## config.mk

```make
export PLATFORM = sky130hd
export DESIGN_NAME = omr_top
export DESIGN_NICKNAME = d
export VERILOG_FILES = /design/src/hdl/omr_pkg.sv /design/src/hdl/omr_top.sv
export SDC_FILE = /design/constraint.sdc
export NUM_CORES = 1
export LEC_CHECK = 0
export BUFFER_PORTS_ARGS = -buffer_cell sky130_fd_sc_hd__buf_2
export CORE_AREA = 2 2 61 63
export CTS_CLUSTER_DIAMETER = 200
export DETAILED_ROUTE_END_ITERATION = 8
export DIE_AREA = 0 0 63 65
export GPL_TIMING_DRIVEN = 0
export HOLD_SLACK_MARGIN = 0.02
export PLACE_DENSITY_LB_ADDON = 0.12
export SLEW_MARGIN = 20
export SYNTH_ARGS = -nofsm -noshare
export SYNTH_HDL_FRONTEND = slang
export SYNTH_SLANG_ARGS = --single-unit
```

## constraint.sdc

```tcl
create_clock -name ref_clk -period 2.01 [get_ports ref_clk]
set_input_delay 0.402 -clock ref_clk [delete_from_list [all_inputs] [get_ports ref_clk]]
set_output_delay 0.402 -clock ref_clk [all_outputs]
set_load 0.03 [all_outputs]
```

## src/hdl/omr_pkg.sv

```systemverilog
package omr_pkg;

    localparam int OMR_ADDR_W = 8;
    localparam int OMR_DATA_W = 8;
    localparam int OMR_MODE_W = 3;

    // register offset within the bus interface block
    localparam logic [OMR_ADDR_W-1:0] OMR_OPERATING_MODE_CONTROL_OFS = 8'h0b;

    // field positions
    localparam int OMR_MODE_MSB = 7;
    localparam int OMR_MODE_LSB = 5;
    localparam int OMR_VIS_BIT = 3;
    localparam int OMR_EMK_BIT = 1;
    localparam int OMR_EME_BIT = 0;

    // mode codes
    localparam logic [OMR_MODE_W-1:0] OMR_MODE_SPECIAL_SINGLE = 3'h0;
    localparam logic [OMR_MODE_W-1:0] OMR_MODE_EMUL_NARROW = 3'h1;
    localparam logic [OMR_MODE_W-1:0] OMR_MODE_SPECIAL_TEST = 3'h2;
    localparam logic [OMR_MODE_W-1:0] OMR_MODE_EMUL_WIDE = 3'h3;
    localparam logic [OMR_MODE_W-1:0] OMR_MODE_NORMAL_SINGLE = 3'h4;
    localparam logic [OMR_MODE_W-1:0] OMR_MODE_NORMAL_EXP_NARROW = 3'h5;
    localparam logic [OMR_MODE_W-1:0] OMR_MODE_SPECIAL_PERIPH = 3'h6;
    localparam logic [OMR_MODE_W-1:0] OMR_MODE_NORMAL_EXP_WIDE = 3'h7;

    // value driven on read data when nothing is read
    localparam logic [OMR_DATA_W-1:0] OMR_RDATA_IDLE = 8'h00;

    // register bus request
    typedef struct packed {
        logic [OMR_ADDR_W-1:0] addr;
        logic [OMR_DATA_W-1:0] wdata;
        logic wr;
        logic rd;
    } omr_bus_req_type;

    // implemented register content
    typedef struct packed {
        logic [OMR_MODE_W-1:0] mode_select_field;
        logic internal_visibility;
        logic emulate_port_k;
        logic emulate_port_e;
    } omr_bits_type;

    // decoded map state driven to the rest of the chip
    typedef struct packed {
        logic internal_visibility;
        logic port_k_regs_mapped;
        logic port_e_regs_mapped;
        logic mode_reg_mapped;
    } omr_map_type;

endpackage : omr_pkg

```

## src/hdl/omr_top.sv

```systemverilog
// Implementation choice: the plain strobed port.
module omr_top (
    // clock and reset
    input wire logic ref_clk,
    input wire logic rst,
    // mode strap read while reset is high, secured read when a staged write applies
    input wire logic [omr_pkg::OMR_MODE_W-1:0] mode_strap,
    input wire logic secured,
    // register bus
    input wire omr_pkg::omr_bus_req_type bus_req,
    output logic [omr_pkg::OMR_DATA_W-1:0] bus_rdata,
    // system side
    output logic [omr_pkg::OMR_MODE_W-1:0] mode_out,
    output omr_pkg::omr_map_type map_out,
    output logic ext_echo
);
    import omr_pkg::*;

    function automatic logic is_special(input logic [OMR_MODE_W-1:0] m);
        is_special = (m[2] == 1'b0 && m[0] == 1'b0) || (m == OMR_MODE_SPECIAL_PERIPH);
    endfunction : is_special

    function automatic logic is_emul(input logic [OMR_MODE_W-1:0] m);
        is_emul = (m == OMR_MODE_EMUL_NARROW) || (m == OMR_MODE_EMUL_WIDE);
    endfunction : is_emul

    function automatic logic is_single(input logic [OMR_MODE_W-1:0] m);
        is_single = (m == OMR_MODE_SPECIAL_SINGLE) || (m == OMR_MODE_NORMAL_SINGLE);
    endfunction : is_single

    function automatic logic is_periph(input logic [OMR_MODE_W-1:0] m);
        is_periph = (m == OMR_MODE_SPECIAL_PERIPH);
    endfunction : is_periph

    // register reachable on chip: not expanded, not peripheral
    function automatic logic reg_mapped(input logic [OMR_MODE_W-1:0] m);
        reg_mapped = (m[0] == 1'b0) && !is_periph(m);
    endfunction : reg_mapped

    // write permission class of one bit in the current mode
    typedef enum logic [1:0] {
        PERM_ANYTIME,
        PERM_ONCE,
        PERM_NEVER
    } omr_perm_type;

    // mode field: free in special single chip and special test, once in normal single chip
    function automatic omr_perm_type perm_mode(input logic [OMR_MODE_W-1:0] m);
        perm_mode = PERM_NEVER;
        unique case (m)
            OMR_MODE_SPECIAL_SINGLE: perm_mode = PERM_ANYTIME;
            OMR_MODE_EMUL_NARROW: perm_mode = PERM_NEVER;
            OMR_MODE_SPECIAL_TEST: perm_mode = PERM_ANYTIME;
            OMR_MODE_EMUL_WIDE: perm_mode = PERM_NEVER;
            OMR_MODE_NORMAL_SINGLE: perm_mode = PERM_ONCE;
            OMR_MODE_NORMAL_EXP_NARROW: perm_mode = PERM_NEVER;
            OMR_MODE_SPECIAL_PERIPH: perm_mode = PERM_NEVER;
            OMR_MODE_NORMAL_EXP_WIDE: perm_mode = PERM_NEVER;
        endcase
    endfunction : perm_mode

    // visibility bit: once normal, never emulation, anytime special
    function automatic omr_perm_type perm_vis(input logic [OMR_MODE_W-1:0] m);
        perm_vis = PERM_NEVER;
        unique case (m)
            OMR_MODE_SPECIAL_SINGLE: perm_vis = PERM_ANYTIME;
            OMR_MODE_EMUL_NARROW: perm_vis = PERM_NEVER;
            OMR_MODE_SPECIAL_TEST: perm_vis = PERM_ANYTIME;
            OMR_MODE_EMUL_WIDE: perm_vis = PERM_NEVER;
            OMR_MODE_NORMAL_SINGLE: perm_vis = PERM_ONCE;
            OMR_MODE_NORMAL_EXP_NARROW: perm_vis = PERM_ONCE;
            OMR_MODE_SPECIAL_PERIPH: perm_vis = PERM_ANYTIME;
            OMR_MODE_NORMAL_EXP_WIDE: perm_vis = PERM_ONCE;
        endcase
    endfunction : perm_vis

    // port k bit follows the visibility bit
    function automatic omr_perm_type perm_emk(input logic [OMR_MODE_W-1:0] m);
        perm_emk = perm_vis(m);
    endfunction : perm_emk

    // port e bit: special modes only
    function automatic omr_perm_type perm_eme(input logic [OMR_MODE_W-1:0] m);
        perm_eme = PERM_NEVER;
        unique case (m)
            OMR_MODE_SPECIAL_SINGLE: perm_eme = PERM_ANYTIME;
            OMR_MODE_EMUL_NARROW: perm_eme = PERM_NEVER;
            OMR_MODE_SPECIAL_TEST: perm_eme = PERM_ANYTIME;
            OMR_MODE_EMUL_WIDE: perm_eme = PERM_NEVER;
            OMR_MODE_NORMAL_SINGLE: perm_eme = PERM_NEVER;
            OMR_MODE_NORMAL_EXP_NARROW: perm_eme = PERM_NEVER;
            OMR_MODE_SPECIAL_PERIPH: perm_eme = PERM_ANYTIME;
            OMR_MODE_NORMAL_EXP_WIDE: perm_eme = PERM_NEVER;
        endcase
    endfunction : perm_eme

    // strap dependent reset content; peripheral mode is reset though unreachable
    function automatic omr_bits_type reset_bits(input logic [OMR_MODE_W-1:0] m);
        reset_bits = '0;
        reset_bits.mode_select_field = m;
        unique case (m)
            OMR_MODE_SPECIAL_SINGLE: begin
                reset_bits.internal_visibility = 1'b0;
                reset_bits.emulate_port_k = 1'b0;
                reset_bits.emulate_port_e = 1'b0;
            end
            OMR_MODE_EMUL_NARROW: begin
                reset_bits.internal_visibility = 1'b1;
                reset_bits.emulate_port_k = 1'b1;
                reset_bits.emulate_port_e = 1'b1;
            end
            OMR_MODE_SPECIAL_TEST: begin
                reset_bits.internal_visibility = 1'b1;
                reset_bits.emulate_port_k = 1'b0;
                reset_bits.emulate_port_e = 1'b0;
            end
            OMR_MODE_EMUL_WIDE: begin
                reset_bits.internal_visibility = 1'b1;
                reset_bits.emulate_port_k = 1'b1;
                reset_bits.emulate_port_e = 1'b1;
            end
            OMR_MODE_NORMAL_SINGLE: begin
                reset_bits.internal_visibility = 1'b0;
                reset_bits.emulate_port_k = 1'b0;
                reset_bits.emulate_port_e = 1'b0;
            end
            OMR_MODE_NORMAL_EXP_NARROW: begin
                reset_bits.internal_visibility = 1'b0;
                reset_bits.emulate_port_k = 1'b0;
                reset_bits.emulate_port_e = 1'b0;
            end
            OMR_MODE_SPECIAL_PERIPH: begin
                reset_bits.internal_visibility = 1'b0;
                reset_bits.emulate_port_k = 1'b0;
                reset_bits.emulate_port_e = 1'b0;
            end
            OMR_MODE_NORMAL_EXP_WIDE: begin
                reset_bits.internal_visibility = 1'b0;
                reset_bits.emulate_port_k = 1'b0;
                reset_bits.emulate_port_e = 1'b0;
            end
        endcase
    endfunction : reset_bits

    // map state seen by the rest of the chip for one register value
    function automatic omr_map_type decode_map(input omr_bits_type b);
        logic [OMR_MODE_W-1:0] m;
        m = b.mode_select_field;
        decode_map.internal_visibility = b.internal_visibility;
        decode_map.port_k_regs_mapped = is_single(m) ||
            (!is_periph(m) && !b.emulate_port_k);
        decode_map.port_e_regs_mapped = is_single(m) || !b.emulate_port_e;
        decode_map.mode_reg_mapped = reg_mapped(m);
    endfunction : decode_map

    // register state
    omr_bits_type bits_ff, nxt_bits;
    logic once_mode_ff, nxt_once_mode;
    logic once_vis_ff, nxt_once_vis;
    logic once_emk_ff, nxt_once_emk;
    // delayed write
    logic pend_ff, nxt_pend;
    logic [OMR_DATA_W-1:0] pend_data_ff, nxt_pend_data;
    // outputs
    logic [OMR_DATA_W-1:0] rdata_ff, nxt_rdata;
    logic [OMR_MODE_W-1:0] mode_out_ff, nxt_mode_out;
    omr_map_type map_ff, nxt_map;
    logic echo_ff, nxt_echo;

    // bus group: stage writes, answer reads, echo off-map accesses
    always_comb begin
        logic hit;
        logic on_chip;
        hit = (bus_req.addr == OMR_OPERATING_MODE_CONTROL_OFS);
        on_chip = reg_mapped(bits_ff.mode_select_field);
        nxt_pend = 1'b0;
        nxt_pend_data = pend_data_ff;
        nxt_rdata = OMR_RDATA_IDLE;
        nxt_echo = 1'b0;
        // stage the write; it is judged against the state of the apply cycle
        if (bus_req.wr && hit && on_chip) begin
            nxt_pend = 1'b1;
            nxt_pend_data = bus_req.wdata;
        end
        if ((bus_req.wr || bus_req.rd) && hit && !on_chip) begin
            nxt_echo = 1'b1;
        end
        if (bus_req.rd && hit && on_chip) begin
            // unimplemented bits stay zero
            nxt_rdata = {bits_ff.mode_select_field, 1'b0, bits_ff.internal_visibility,
                         1'b0, bits_ff.emulate_port_k, bits_ff.emulate_port_e};
        end
    end

    always_ff @(posedge ref_clk) begin
        if (rst) begin
            pend_ff <= 1'b0;
            pend_data_ff <= OMR_RDATA_IDLE;
            rdata_ff <= OMR_RDATA_IDLE;
            echo_ff <= 1'b0;
        end else begin
            pend_ff <= nxt_pend;
            pend_data_ff <= nxt_pend_data;
            rdata_ff <= nxt_rdata;
            echo_ff <= nxt_echo;
        end
    end

    // register group: the staged write lands one cycle after its strobe
    always_comb begin
        logic [OMR_MODE_W-1:0] cur;
        logic [OMR_MODE_W-1:0] req;
        omr_perm_type mode_perm;
        omr_perm_type vis_perm;
        omr_perm_type emk_perm;
        omr_perm_type eme_perm;
        cur = bits_ff.mode_select_field;
        req = pend_data_ff[OMR_MODE_MSB:OMR_MODE_LSB];
        mode_perm = perm_mode(cur);
        vis_perm = perm_vis(cur);
        emk_perm = perm_emk(cur);
        eme_perm = perm_eme(cur);
        nxt_bits = bits_ff;
        nxt_once_mode = once_mode_ff;
        nxt_once_vis = once_vis_ff;
        nxt_once_emk = once_emk_ff;
        if (pend_ff) begin
            // mode field; secured locks it whatever the mode
            if (secured) begin
                nxt_bits.mode_select_field = cur;
            end else begin
                unique case (mode_perm)
                    PERM_ANYTIME: begin
                        // leaving 110 cannot happen here, entering it is refused
                        if (req != OMR_MODE_SPECIAL_PERIPH) begin
                            nxt_bits.mode_select_field = req;
                            if (req == OMR_MODE_NORMAL_SINGLE) begin
                                // one further write stays available
                                nxt_once_mode = 1'b0;
                                nxt_once_vis = 1'b0;
                                nxt_once_emk = 1'b0;
                            end else if (!is_special(req)) begin
                                nxt_once_mode = 1'b1;
                                nxt_once_vis = 1'b1;
                                nxt_once_emk = 1'b1;
                            end
                        end
                    end
                    PERM_ONCE: begin
                        if (!once_mode_ff) begin
                            // top bit never moves; a refused target still uses the one write
                            nxt_once_mode = 1'b1;
                            if (req == OMR_MODE_NORMAL_EXP_NARROW ||
                                req == OMR_MODE_NORMAL_EXP_WIDE) begin
                                nxt_bits.mode_select_field = {cur[2], req[1:0]};
                            end
                        end
                    end
                    PERM_NEVER: begin
                        // low mode bit set, or peripheral: field frozen
                        nxt_bits.mode_select_field = cur;
                    end
                endcase
            end
            // visibility bit
            unique case (vis_perm)
                PERM_ANYTIME: begin
                    nxt_bits.internal_visibility = pend_data_ff[OMR_VIS_BIT];
                end
                PERM_ONCE: begin
                    if (!once_vis_ff) begin
                        nxt_bits.internal_visibility = pend_data_ff[OMR_VIS_BIT];
                        nxt_once_vis = 1'b1;
                    end
                end
                PERM_NEVER: begin
                end
            endcase
            // port k bit
            unique case (emk_perm)
                PERM_ANYTIME: begin
                    nxt_bits.emulate_port_k = pend_data_ff[OMR_EMK_BIT];
                end
                PERM_ONCE: begin
                    if (!once_emk_ff) begin
                        nxt_bits.emulate_port_k = pend_data_ff[OMR_EMK_BIT];
                        nxt_once_emk = 1'b1;
                    end
                end
                PERM_NEVER: begin
                end
            endcase
            // port e bit
            unique case (eme_perm)
                PERM_ANYTIME: begin
                    nxt_bits.emulate_port_e = pend_data_ff[OMR_EME_BIT];
                end
                PERM_ONCE, PERM_NEVER: begin
                end
            endcase
        end
    end

    always_ff @(posedge ref_clk) begin
        if (rst) begin
            // sync reset, so the strap level can be taken here
            bits_ff <= reset_bits(mode_strap);
            once_mode_ff <= 1'b0;
            once_vis_ff <= 1'b0;
            once_emk_ff <= 1'b0;
        end else begin
            bits_ff <= nxt_bits;
            once_mode_ff <= nxt_once_mode;
            once_vis_ff <= nxt_once_vis;
            once_emk_ff <= nxt_once_emk;
        end
    end

    // output group: decoded from the next value so outputs track the register
    always_comb begin
        nxt_mode_out = nxt_bits.mode_select_field;
        nxt_map = decode_map(nxt_bits);
    end

    always_ff @(posedge ref_clk) begin
        if (rst) begin
            mode_out_ff <= mode_strap;
            map_ff <= decode_map(reset_bits(mode_strap));
        end else begin
            mode_out_ff <= nxt_mode_out;
            map_ff <= nxt_map;
        end
    end

    assign bus_rdata = rdata_ff;
    assign mode_out = mode_out_ff;
    assign map_out = map_ff;
    assign ext_echo = echo_ff;

endmodule : omr_top

```

==> results of run 1 <==
==> through the flow <==
step / hold slack [ns] / area (µm²)
2_1_floorplan: 0.426 / 1480
3_3_place_gp: 0.436 / 1710
3_5_place_dp: 0.444 / 1710
4_1_cts: 0.301 / 1820
5_1_grt: 0.306 / 1830
6_report: 0.298 / 1830
==> critical path: stages, from the launching register on <==
cell and delay, ns:
dfxtp_1 0.32, inv_1 0.11, ha_2 0.24, nand4b_2 0.16, a2111oi_4 0.42, a21oi_1 0.11
or3_1 0.36, nand3_1 0.09
==> repair_timing <==
item | 4_1_cts | 5_1_grt
endpoints found under the setup margin | 3 | 5
resized for setup | 2 | 2
buffers inserted | 1 | 0
gates cloned | 0 | 0
pin swaps | 1 | 0
==> Yosys cell counts (all sizes together), types with 2 or more instances <==
cell | instances | area, µm²
dfxtp | 30 | 601
nor2 | 18 | 67.6
nand2 | 13 | 48.8
mux2i | 10 | 100
buf | 9 | 71.3
and2 | 7 | 43.8
inv | 7 | 26.3
a21oi | 6 | 30.0
nand2b | 6 | 37.5
o21ai | 6 | 30.0
a211oi | 3 | 27.5
a22oi | 3 | 22.5
ha | 3 | 37.5
nand3b | 3 | 22.5
and2b | 2 | 15.0
mux2 | 2 | 22.5
nand3 | 2 | 10.0
nor2b | 2 | 12.5
nor3 | 2 | 10.0
o211ai | 2 | 15.0
o31a | 2 | 17.5
==> path summary, 6_finish.rpt <==
| path | end | startpoint |
|---|---|---|
| hold / removal | pend_data_ff[5] | bus_req[7] |
| hold reg to reg | bus_rdata[0] | bits_ff[0] |
| setup reg to reg | map_out[2] | flip-flop |
| setup / recovery | map_out[2] | flip-flop |
==> power by group <==
part           internal [µW]  switching, µW  total (µW)  leakage (µW)
combinational           92.4            122         215      0.000557
clock                    294            217         511     0.0000482
sequential               645           16.7         662      0.000257
==> placed cells by master, fill, tap and decap left out, types with 3 or more instances in the layout <==
cell / synthesis / layout
nand2b_1: 6 / 6
and2_1: 7 / 7
nand2_1: 13 / 13
nor2_1: 18 / 18
a21oi_1: 6 / 6
conb_1: 1 / 3
mux2i_1: 10 / 10
buf_4: 6 / 7
buf_2: 0 / 35
inv_1: 6 / 6
nand3b_1: 3 / 3
o21ai_0: 4 / 4
dfxtp_1: 30 / 30
clkbuf_4: 0 / 5
a22oi_1: 3 / 3
==> logic make-up (layout without fill, tap and decap cells) <==
family | Yosys count | after routing | share of synthesized area, %
flip-flops | 31 | 31 | 42.9
multiplexers | 12 | 12 | 8.34
other | 1 | 3 | 0.255
AO/OA/AOI/OAI | 29 | 29 | 15.8
AND/OR/NAND/NOR | 63 | 63 | 23.2
adder cells (fa/ha/maj) | 3 | 3 | 2.55
buffers and inverters | 17 | 61 | 6.89
==> routing by layer <==
layer	global-route usage [%]	share of wire [%]
met1	20.7	45
met2	30.6	48
met4	7.50	1.9
met3	3.82	4.9
met5	0	0
==> area by class of cell <==
cell class,instances,area (µm²)
clock buffers,6,51.3
clock inverters,2,35.0
fillers,348,1660
inverters,7,26.3
repair buffers,36,183
plain buffers,10,75.1
well taps,48,60.1
multi-input cells,110,772
flip-flops and latches,31,631
==> impl_metrics.csv, run 1 <==
group,metric,value,unit
finish,nets,228,
detailed_routing,ant_nets,0,
clocking,cts_buffers,5,
clocking,ctsLongestPathBuffers,2,
global_route,grt_max_degree,11,
clocking,clk_pin_slew_worst_paths,0.10,ns
die,ios,40,
timing,fin_crit_sh,93.0,%
synthesis,yosysSeqAreaShare,42.9,%
clocking,h-tree-depth,2,
die,die_width,63,µm
synthesis,synth_ff_type,"dfxtp_1",
clocking,root_buffer,"clkbuf_4",
timing,hold_violations,0,
detailed_routing,drc,0,
setup_path,cp.required,2.29,ns
synthesis,ys_ff_latch,31,
job,max-cap-violations,0,
power,power_density,757,nW/µm²
global_route,globalRouteOverflowTotal,0,
global_route,grt_pass1_vias,1208,
finish,post-route-util,52.4,%
die,die_h,65,µm
power,vdd_drop_max,414,µV
outcome,status,"finished, final reports clean",
finish,antenna_cells,0,
timing,setup-tns-final,0,ns
clocking,insertion_delay,0.34,ns
setup_path,end_kind,"flip-flop",
timing,finalMaxSlewViolations,0,
global_route,antenna_found_initial,0,
timing,rsz0062_at_grt,"no",
detailed_routing,wl_per_cell,12.8,µm
setup_path,crit_arrival,2.15,ns
power,total_power,1390,µW
finish,area_growth,24.7,%
timing,fmax,535,MHz
synthesis,yosysWarnings,0,
timing,setup_viol,0,
synthesis,synth.cell_area,1470,µm²
clocking,cts_tree,"built",
die,rows,22,
detailed_routing,vias,1212,
timing,worstMarginPinSlew,0.554,ns
synthesis,async_reset_ff_share,0,%
place,dp_slack,-0.0813,ns
die,fp.dieArea,4100,µm²
place,io_buffers,35,
detailed_routing,drtIter0Drc,26,
clocking,clock_sinks,31,
detailed_routing,drt_first_pass_iters,4,
synthesis,syn_area_per_cell,9.42,µm²
place,hpwl,2460,µm
setup_path,cp_max_fo,5,
detailed_routing,wl,3190,µm
timing,fin_ws,0.141,ns
synthesis,ys_types,44,
setup_path,criticalPathCategory,"reg2reg",
finish,instances_no_fill,250,
setup_path,rrSetupSlack,0.14,ns
clocking,cts_hold_buf,0,
timing,maxSlewHeadroom,63.0,%
place,placedCellCount,241,
worst_hold_path,hold_path.class,"in2reg",
die,start_util,42.1,%
timing,layout_min_cycle_time,1.87,ns
global_route,grt_use_total,17.5,%
setup_path,crit_path_start_kind,"flip-flop",
place,gp_congestion,0.816,
die,core,3500,µm²
worst_hold_path,worstHoldPathCells,3,
setup_path,reg2reg_depth,7,
global_route,grt_pass1_wl,5510,µm
finish,drive_gt1_share,31.2,%
power,p_leak,0.000862,µW
timing,finClkSkew,0.0120,ns
synthesis,postSynthCellCount,156,
detailed_routing,avgViaCountPerCell,4.85,
synthesis,synth-edff-count,1,
No activity file was read; power rests on OpenSTA's default activity.
==> run 2, diff against run 1 <==
- PLACE_DENSITY: default -> 0.77
- PLACE_DENSITY_LB_ADDON: 0.12 -> default
- clock period: 2.01 -> 2 ns (I/O delays scaled with it)
==> impl_metrics.csv, run 2 (synthesis gave the netlist of run 1 again) <==
group,metric,value,unit
global_route,grt_use_met2,24.5,%
timing,layout_min_cycle_time,1.89,ns
setup_path,end_kind,"flip-flop",
timing,maxSlewHeadroom,59.1,%
die,rows,22,
global_route,grt_pass1_wl,5260,µm
global_route,grt_use_met3,5.90,%
finish,antenna_cells,0,
power,p_int,881,µW
clocking,ctsLongestPathBuffers,2,
detailed_routing,wl_per_cell,12.3,µm
worst_hold_path,hold_path.class,"in2reg",
detailed_routing,drtIter0Drc,53,
global_route,grtUsageMet1,22.9,%
detailed_routing,drc,0,
timing,fin_crit_sh,94.7,%
clocking,cts_buffers,5,
setup_path,max_stage_delay,0.33,ns
job,max-cap-violations,0,
outcome,status,"finished, final reports clean",
die,core,3500,µm²
timing,finalMaxSlewViolations,0,
finish,final_cell_mix,"buf_2, dfxtp_1, nor2_1",
place,gp_congestion,0.838,
power,p_switching,346,µW
setup_path,crit_arrival,2.10,ns
die,fp.dieArea,4100,µm²
setup_path,cp_max_fo,6,
detailed_routing,ant_nets,0,
detailed_routing,vias,1264,
power,vdd_drop_max,376,µV
clocking,root_buffer,"clkbuf_4",
clocking,insertion_delay,0.33,ns
finish,area_growth,23.1,%
detailed_routing,avgViaCountPerCell,5.04,
detailed_routing,drt_first_pass_iters,4,
power,power_density,678,nW/µm²
finish,post-route-util,51.8,%
setup_path,crit_path_start_kind,"flip-flop",
clocking,cts_hold_buf,0,
place,placed_cell_area,1710,µm²
setup_path,cp.required,2.21,ns
timing,worstMarginPinSlew,0.612,ns
global_route,top_usage_layer,"met2",
timing,finClkSkew,0.00651,ns
power,pwr-share-comb,18.0,%
die,start_util,42.1,%
global_route,globalRouteOverflowTotal,0,
die,ios,40,
die,die_h,65,µm
setup_path,crit_chain,"inv_1 -> ha_1 -> and4bb_2 -> o211ai_1 -> a32oi_4 -> buf_4 -> a211oi_1 -> a21oi_1",
timing,setup-tns-final,0,ns
detailed_routing,wl,3080,µm
clocking,h-tree-depth,2,
clocking,clock_sinks,31,
setup_path,criticalPathCategory,"reg2reg",
finish,layout_commonest_cell,"buf_2",
power,p_leak,0.000850,µW
finish,drive_gt1_share,31.0,%
die,die_width,63,µm
timing,fmax,528,MHz
finish,nets,229,
place,io_buffers,35,
global_route,grt_pass1_vias,1122,
global_route,antenna_found_initial,0,
power,seqPwrFrac,54.2,%
setup_path,slowest_stage,"dfxtp_1",
power,p_clk_share,27.9,%
clocking,cts_tree,"built",
timing,rsz0062_at_grt,"no",
finish,final_area,1810,µm²
power,sw_frac_of_total,28.2,%
global_route,grt_max_degree,11,
timing,setup_viol,0,
clocking,clk_pin_slew_worst_paths,0.09,ns
place,hpwl,2240,µm
global_route,grt_use_total,16.7,%
timing,hold_violations,0,
run 2: changes by cell type in the layout (fill, tap and decap cells not counted), sizes merged:
cell / previous run / this run
bufinv: 1 / 0
buf: 45 / 46
clkbuf: 7 / 8
run 2: path summary, 6_finish.rpt:
path / from / end / slack (ns) / depth (start not counted)
worst min register to register: bits_ff[1] / bus_rdata[1] / 0.47 / 1
worst min-delay path: bus_req[2] / pend_data_ff[0] / 0.29 / 3
worst max register to register: flip-flop / map_out[1] / 0.11 / 8
worst max-delay path: flip-flop / map_out[1] / 0.11 / 8
run 2: critical path, delay by kind of cell, from the launching register on:
| family | cells | cell delay [ns] |
|---|---|---|
| AO/OA/AOI/OAI | 4 | 0.68 |
| buffers and inverters | 2 | 0.30 |
| adder cells (fa/ha/maj) | 1 | 0.21 |
| flip-flops | 1 | 0.33 |
| AND/OR/NAND/NOR | 1 | 0.25 |
run 2: timing repair:
item                                    CTS  global route
pin swaps                                 1             3
gates resized for setup                   2             4
setup buffers                             1             1
endpoints found under the setup margin    3             6
run 2: power groups by stage:
stage | combinational [µW] | clock (µW) | sequential, µW
detailed placement | 200 | 0 | 678
global placement | 198 | 0 | 679
finish | 220 | 342 | 665
floorplan | 126 | 0 | 691
global route | 243 | 373 | 668
CTS | 207 | 348 | 665
run 2: metal layers:
layer / vias to the layer above / share of wire (%)
li1: 634 / -
met1: 569 / 47
met2: 57 / 44
met3: 4 / 8.2
met4: 0 / 0.81
met5: - / 0
run 2: per-stage QoR:
stage / worst slack [ns] / power (µW) / hold slack (ns) / instances
2_1_floorplan: 0.0939 / 817 / 0.426 / 158
3_3_place_gp: -0.0592 / 876 / 0.443 / 241
3_5_place_dp: -0.101 / 879 / 0.447 / 241
4_1_cts: 0.0301 / 1220 / 0.292 / 250
5_1_grt: 0.00442 / 1280 / 0.307 / 251
6_report: 0.105 / 1230 / 0.293 / 251
run 2: area by class of cell:
class                   count  area [µm²]
plain buffers              10        75.1
clock buffers               7        45.0
clock inverters             1        5.00
fillers                   337        1690
inverters                   7        26.3
multi-input cells         110         778
flip-flops and latches     31         631
well taps                  48        60.1
repair buffers             37         190
==> run 3, diff against run 2 <==
- CORE_AREA: 2 2 61 63 -> 2 2 57 59
- CTS_CLUSTER_SIZE: default -> 25
- DIE_AREA: 0 0 63 65 -> 0 0 59 61
- PLACE_DENSITY: 0.77 -> 0.86
==> impl_metrics.csv, run 3 (synthesis gave the netlist of run 1 again) <==
group,metric,value,unit
global_route,grt_pass1_vias,1184,
timing,fin_ws,0.0703,ns
global_route,globalRouteOverflowTotal,0,
outcome,status,"finished, final reports clean",
die,core,2950,µm²
global_route,grt_use_total,19.4,%
place,hpwl,2280,µm
finish,area_growth,24.3,%
worst_hold_path,hold_path.class,"in2reg",
detailed_routing,avgViaCountPerCell,5.33,
setup_path,cp_top_family,"compound AO/OA/AOI/OAI gates",
detailed_routing,drtIter0Drc,29,
power,vdd_drop_max,540,µV
timing,hold_violations,0,
setup_path,slowest_stage,"dfxtp_1",
detailed_routing,drt_first_pass_iters,6,
finish,antenna_cells,0,
die,die_h,61,µm
timing,finalMaxSlewViolations,0,
finish,instances_no_fill,236,
setup_path,crit_chain,"inv_1 -> ha_4 -> nand4bb_1 -> and2_1 -> a32oi_4 -> buf_4 -> a211oi_1 -> a21oi_1",
global_route,grtUsageMet1,23.2,%
setup_path,criticalPathCategory,"reg2reg",
power,power_density,771,nW/µm²
clocking,root_buffer,"clkbuf_4",
finish,layout_commonest_cell,"buf_2",
clocking,insertion_delay,0.34,ns
setup_path,crit_arrival,2.19,ns
clocking,clk_pin_slew_worst_paths,0.10,ns
setup_path,cp_max_fo,8,
finish,nets,229,
timing,layout_min_cycle_time,1.93,ns
detailed_routing,drc,0,
die,start_util,49.8,%
setup_path,crit_path_start_kind,"flip-flop",
timing,hold_slack,0.293,ns
die,rows,20,
timing,fin_crit_sh,96.5,%
die,die_width,59,µm
place,placedCellCount,226,
clocking,cts_buffers,5,
detailed_routing,ant_nets,0,
timing,finClkSkew,0.0149,ns
setup_path,end_kind,"flip-flop",
global_route,grt_max_degree,11,
setup_path,path_buf_inv,2,
detailed_routing,vias,1259,
place,dp_slack,-0.119,ns
timing,setup_viol,0,
power,p_leak,0.000870,µW
die,fp.dieArea,3600,µm²
finish,drive_gt1_share,32.0,%
detailed_routing,wl_per_cell,13.4,µm
place,io_buffers,35,
global_route,antenna_found_initial,0,
die,ios,40,
timing,fmax,518,MHz
detailed_routing,wl,3160,µm
global_route,grt_use_met2,33.0,%
setup_path,cp.required,2.26,ns
clocking,cts_tree,"built",
clocking,cts_hold_buf,0,
global_route,grt_pass1_wl,5100,µm
job,max-cap-violations,0,
finish,final_cell_mix,"buf_2, dfxtp_1, nor2_1",
place,gp_congestion,0.814,
setup_path,max_stage_delay,0.36,ns
clocking,clock_sinks,31,
clocking,ctsLongestPathBuffers,2,
clocking,h-tree-depth,2,
global_route,grt_use_met3,5.76,%
global_route,top_usage_layer,"met2",
## run 3: changes by cell type in the layout (fill, tap and decap cells not counted)
cell / delta
bufinv_16: +1
o21ai_0: +1
clkbuf_8: +1
clkbuf_1: -2
o21ai_1: -1
## run 3: worst paths after layout
| kind | startpoint | end | slack (ns) | cells after the start |
|---|---|---|---|---|
| max reg2reg | flip-flop | map_out[1] | 0.07 | 8 |
| max | flip-flop | map_out[1] | 0.07 | 8 |
| min | bus_req[2] | pend_data_ff[0] | 0.29 | 3 |
| min reg2reg | bits_ff[1] | bus_rdata[1] | 0.47 | 1 |
## run 3: routing by layer
layer / vias to the layer above / part of all wire (%)
met5: - / 0
li1: 634 / -
met1: 579 / 45
met3: 6 / 6.1
met4: 0 / 1.5
met2: 40 / 47
## run 3: tightest hold or removal path, cell delays in order
cell	delay (ns)
buf_2	0.07
mux2i_1	0.05
nor2_1	0.07
## run 3: cell type report
class                           count  area, µm²
Tap cell                           33       41.3
Clock buffer                        6       51.3
Clock inverter                      2       35.0
Fill cell                         250       1120
Buffer                             10       75.1
Sequential cell                    31        631
Multi-Input combinational cell    110        778
Inverter                            7       26.3
Timing Repair Buffer               37        190
## run 3: metrics by stage
step           setup TNS [ns]  area [µm²]  total power, µW  util, %
2_1_floorplan               0        1480              817        -
3_3_place_gp          -0.0746        1690              875     57.4
3_5_place_dp           -0.173        1690              880     57.4
4_1_cts                     0        1800             1400     61.0
5_1_grt               -0.0259        1830             1460     61.9
6_report                    0        1830             1410     61.9
## run 3: report_power, final
group	leakage [µW]	internal, µW	switching [µW]
Combinational	0.000565	95.5	127
Clock	0.0000482	295	225
Sequential	0.000257	649	18.0
## run 3: repair_timing
| item | in CTS | in global routing |
|---|---|---|
| setup endpoints to repair | 5 | 4 |
| gates resized for setup | 2 | 3 |
| hold endpoints to repair | 0 | 0 |
| gates cloned | 0 | 0 |
| setup buffers | 1 | 1 |
| pin swaps | 1 | 2 |
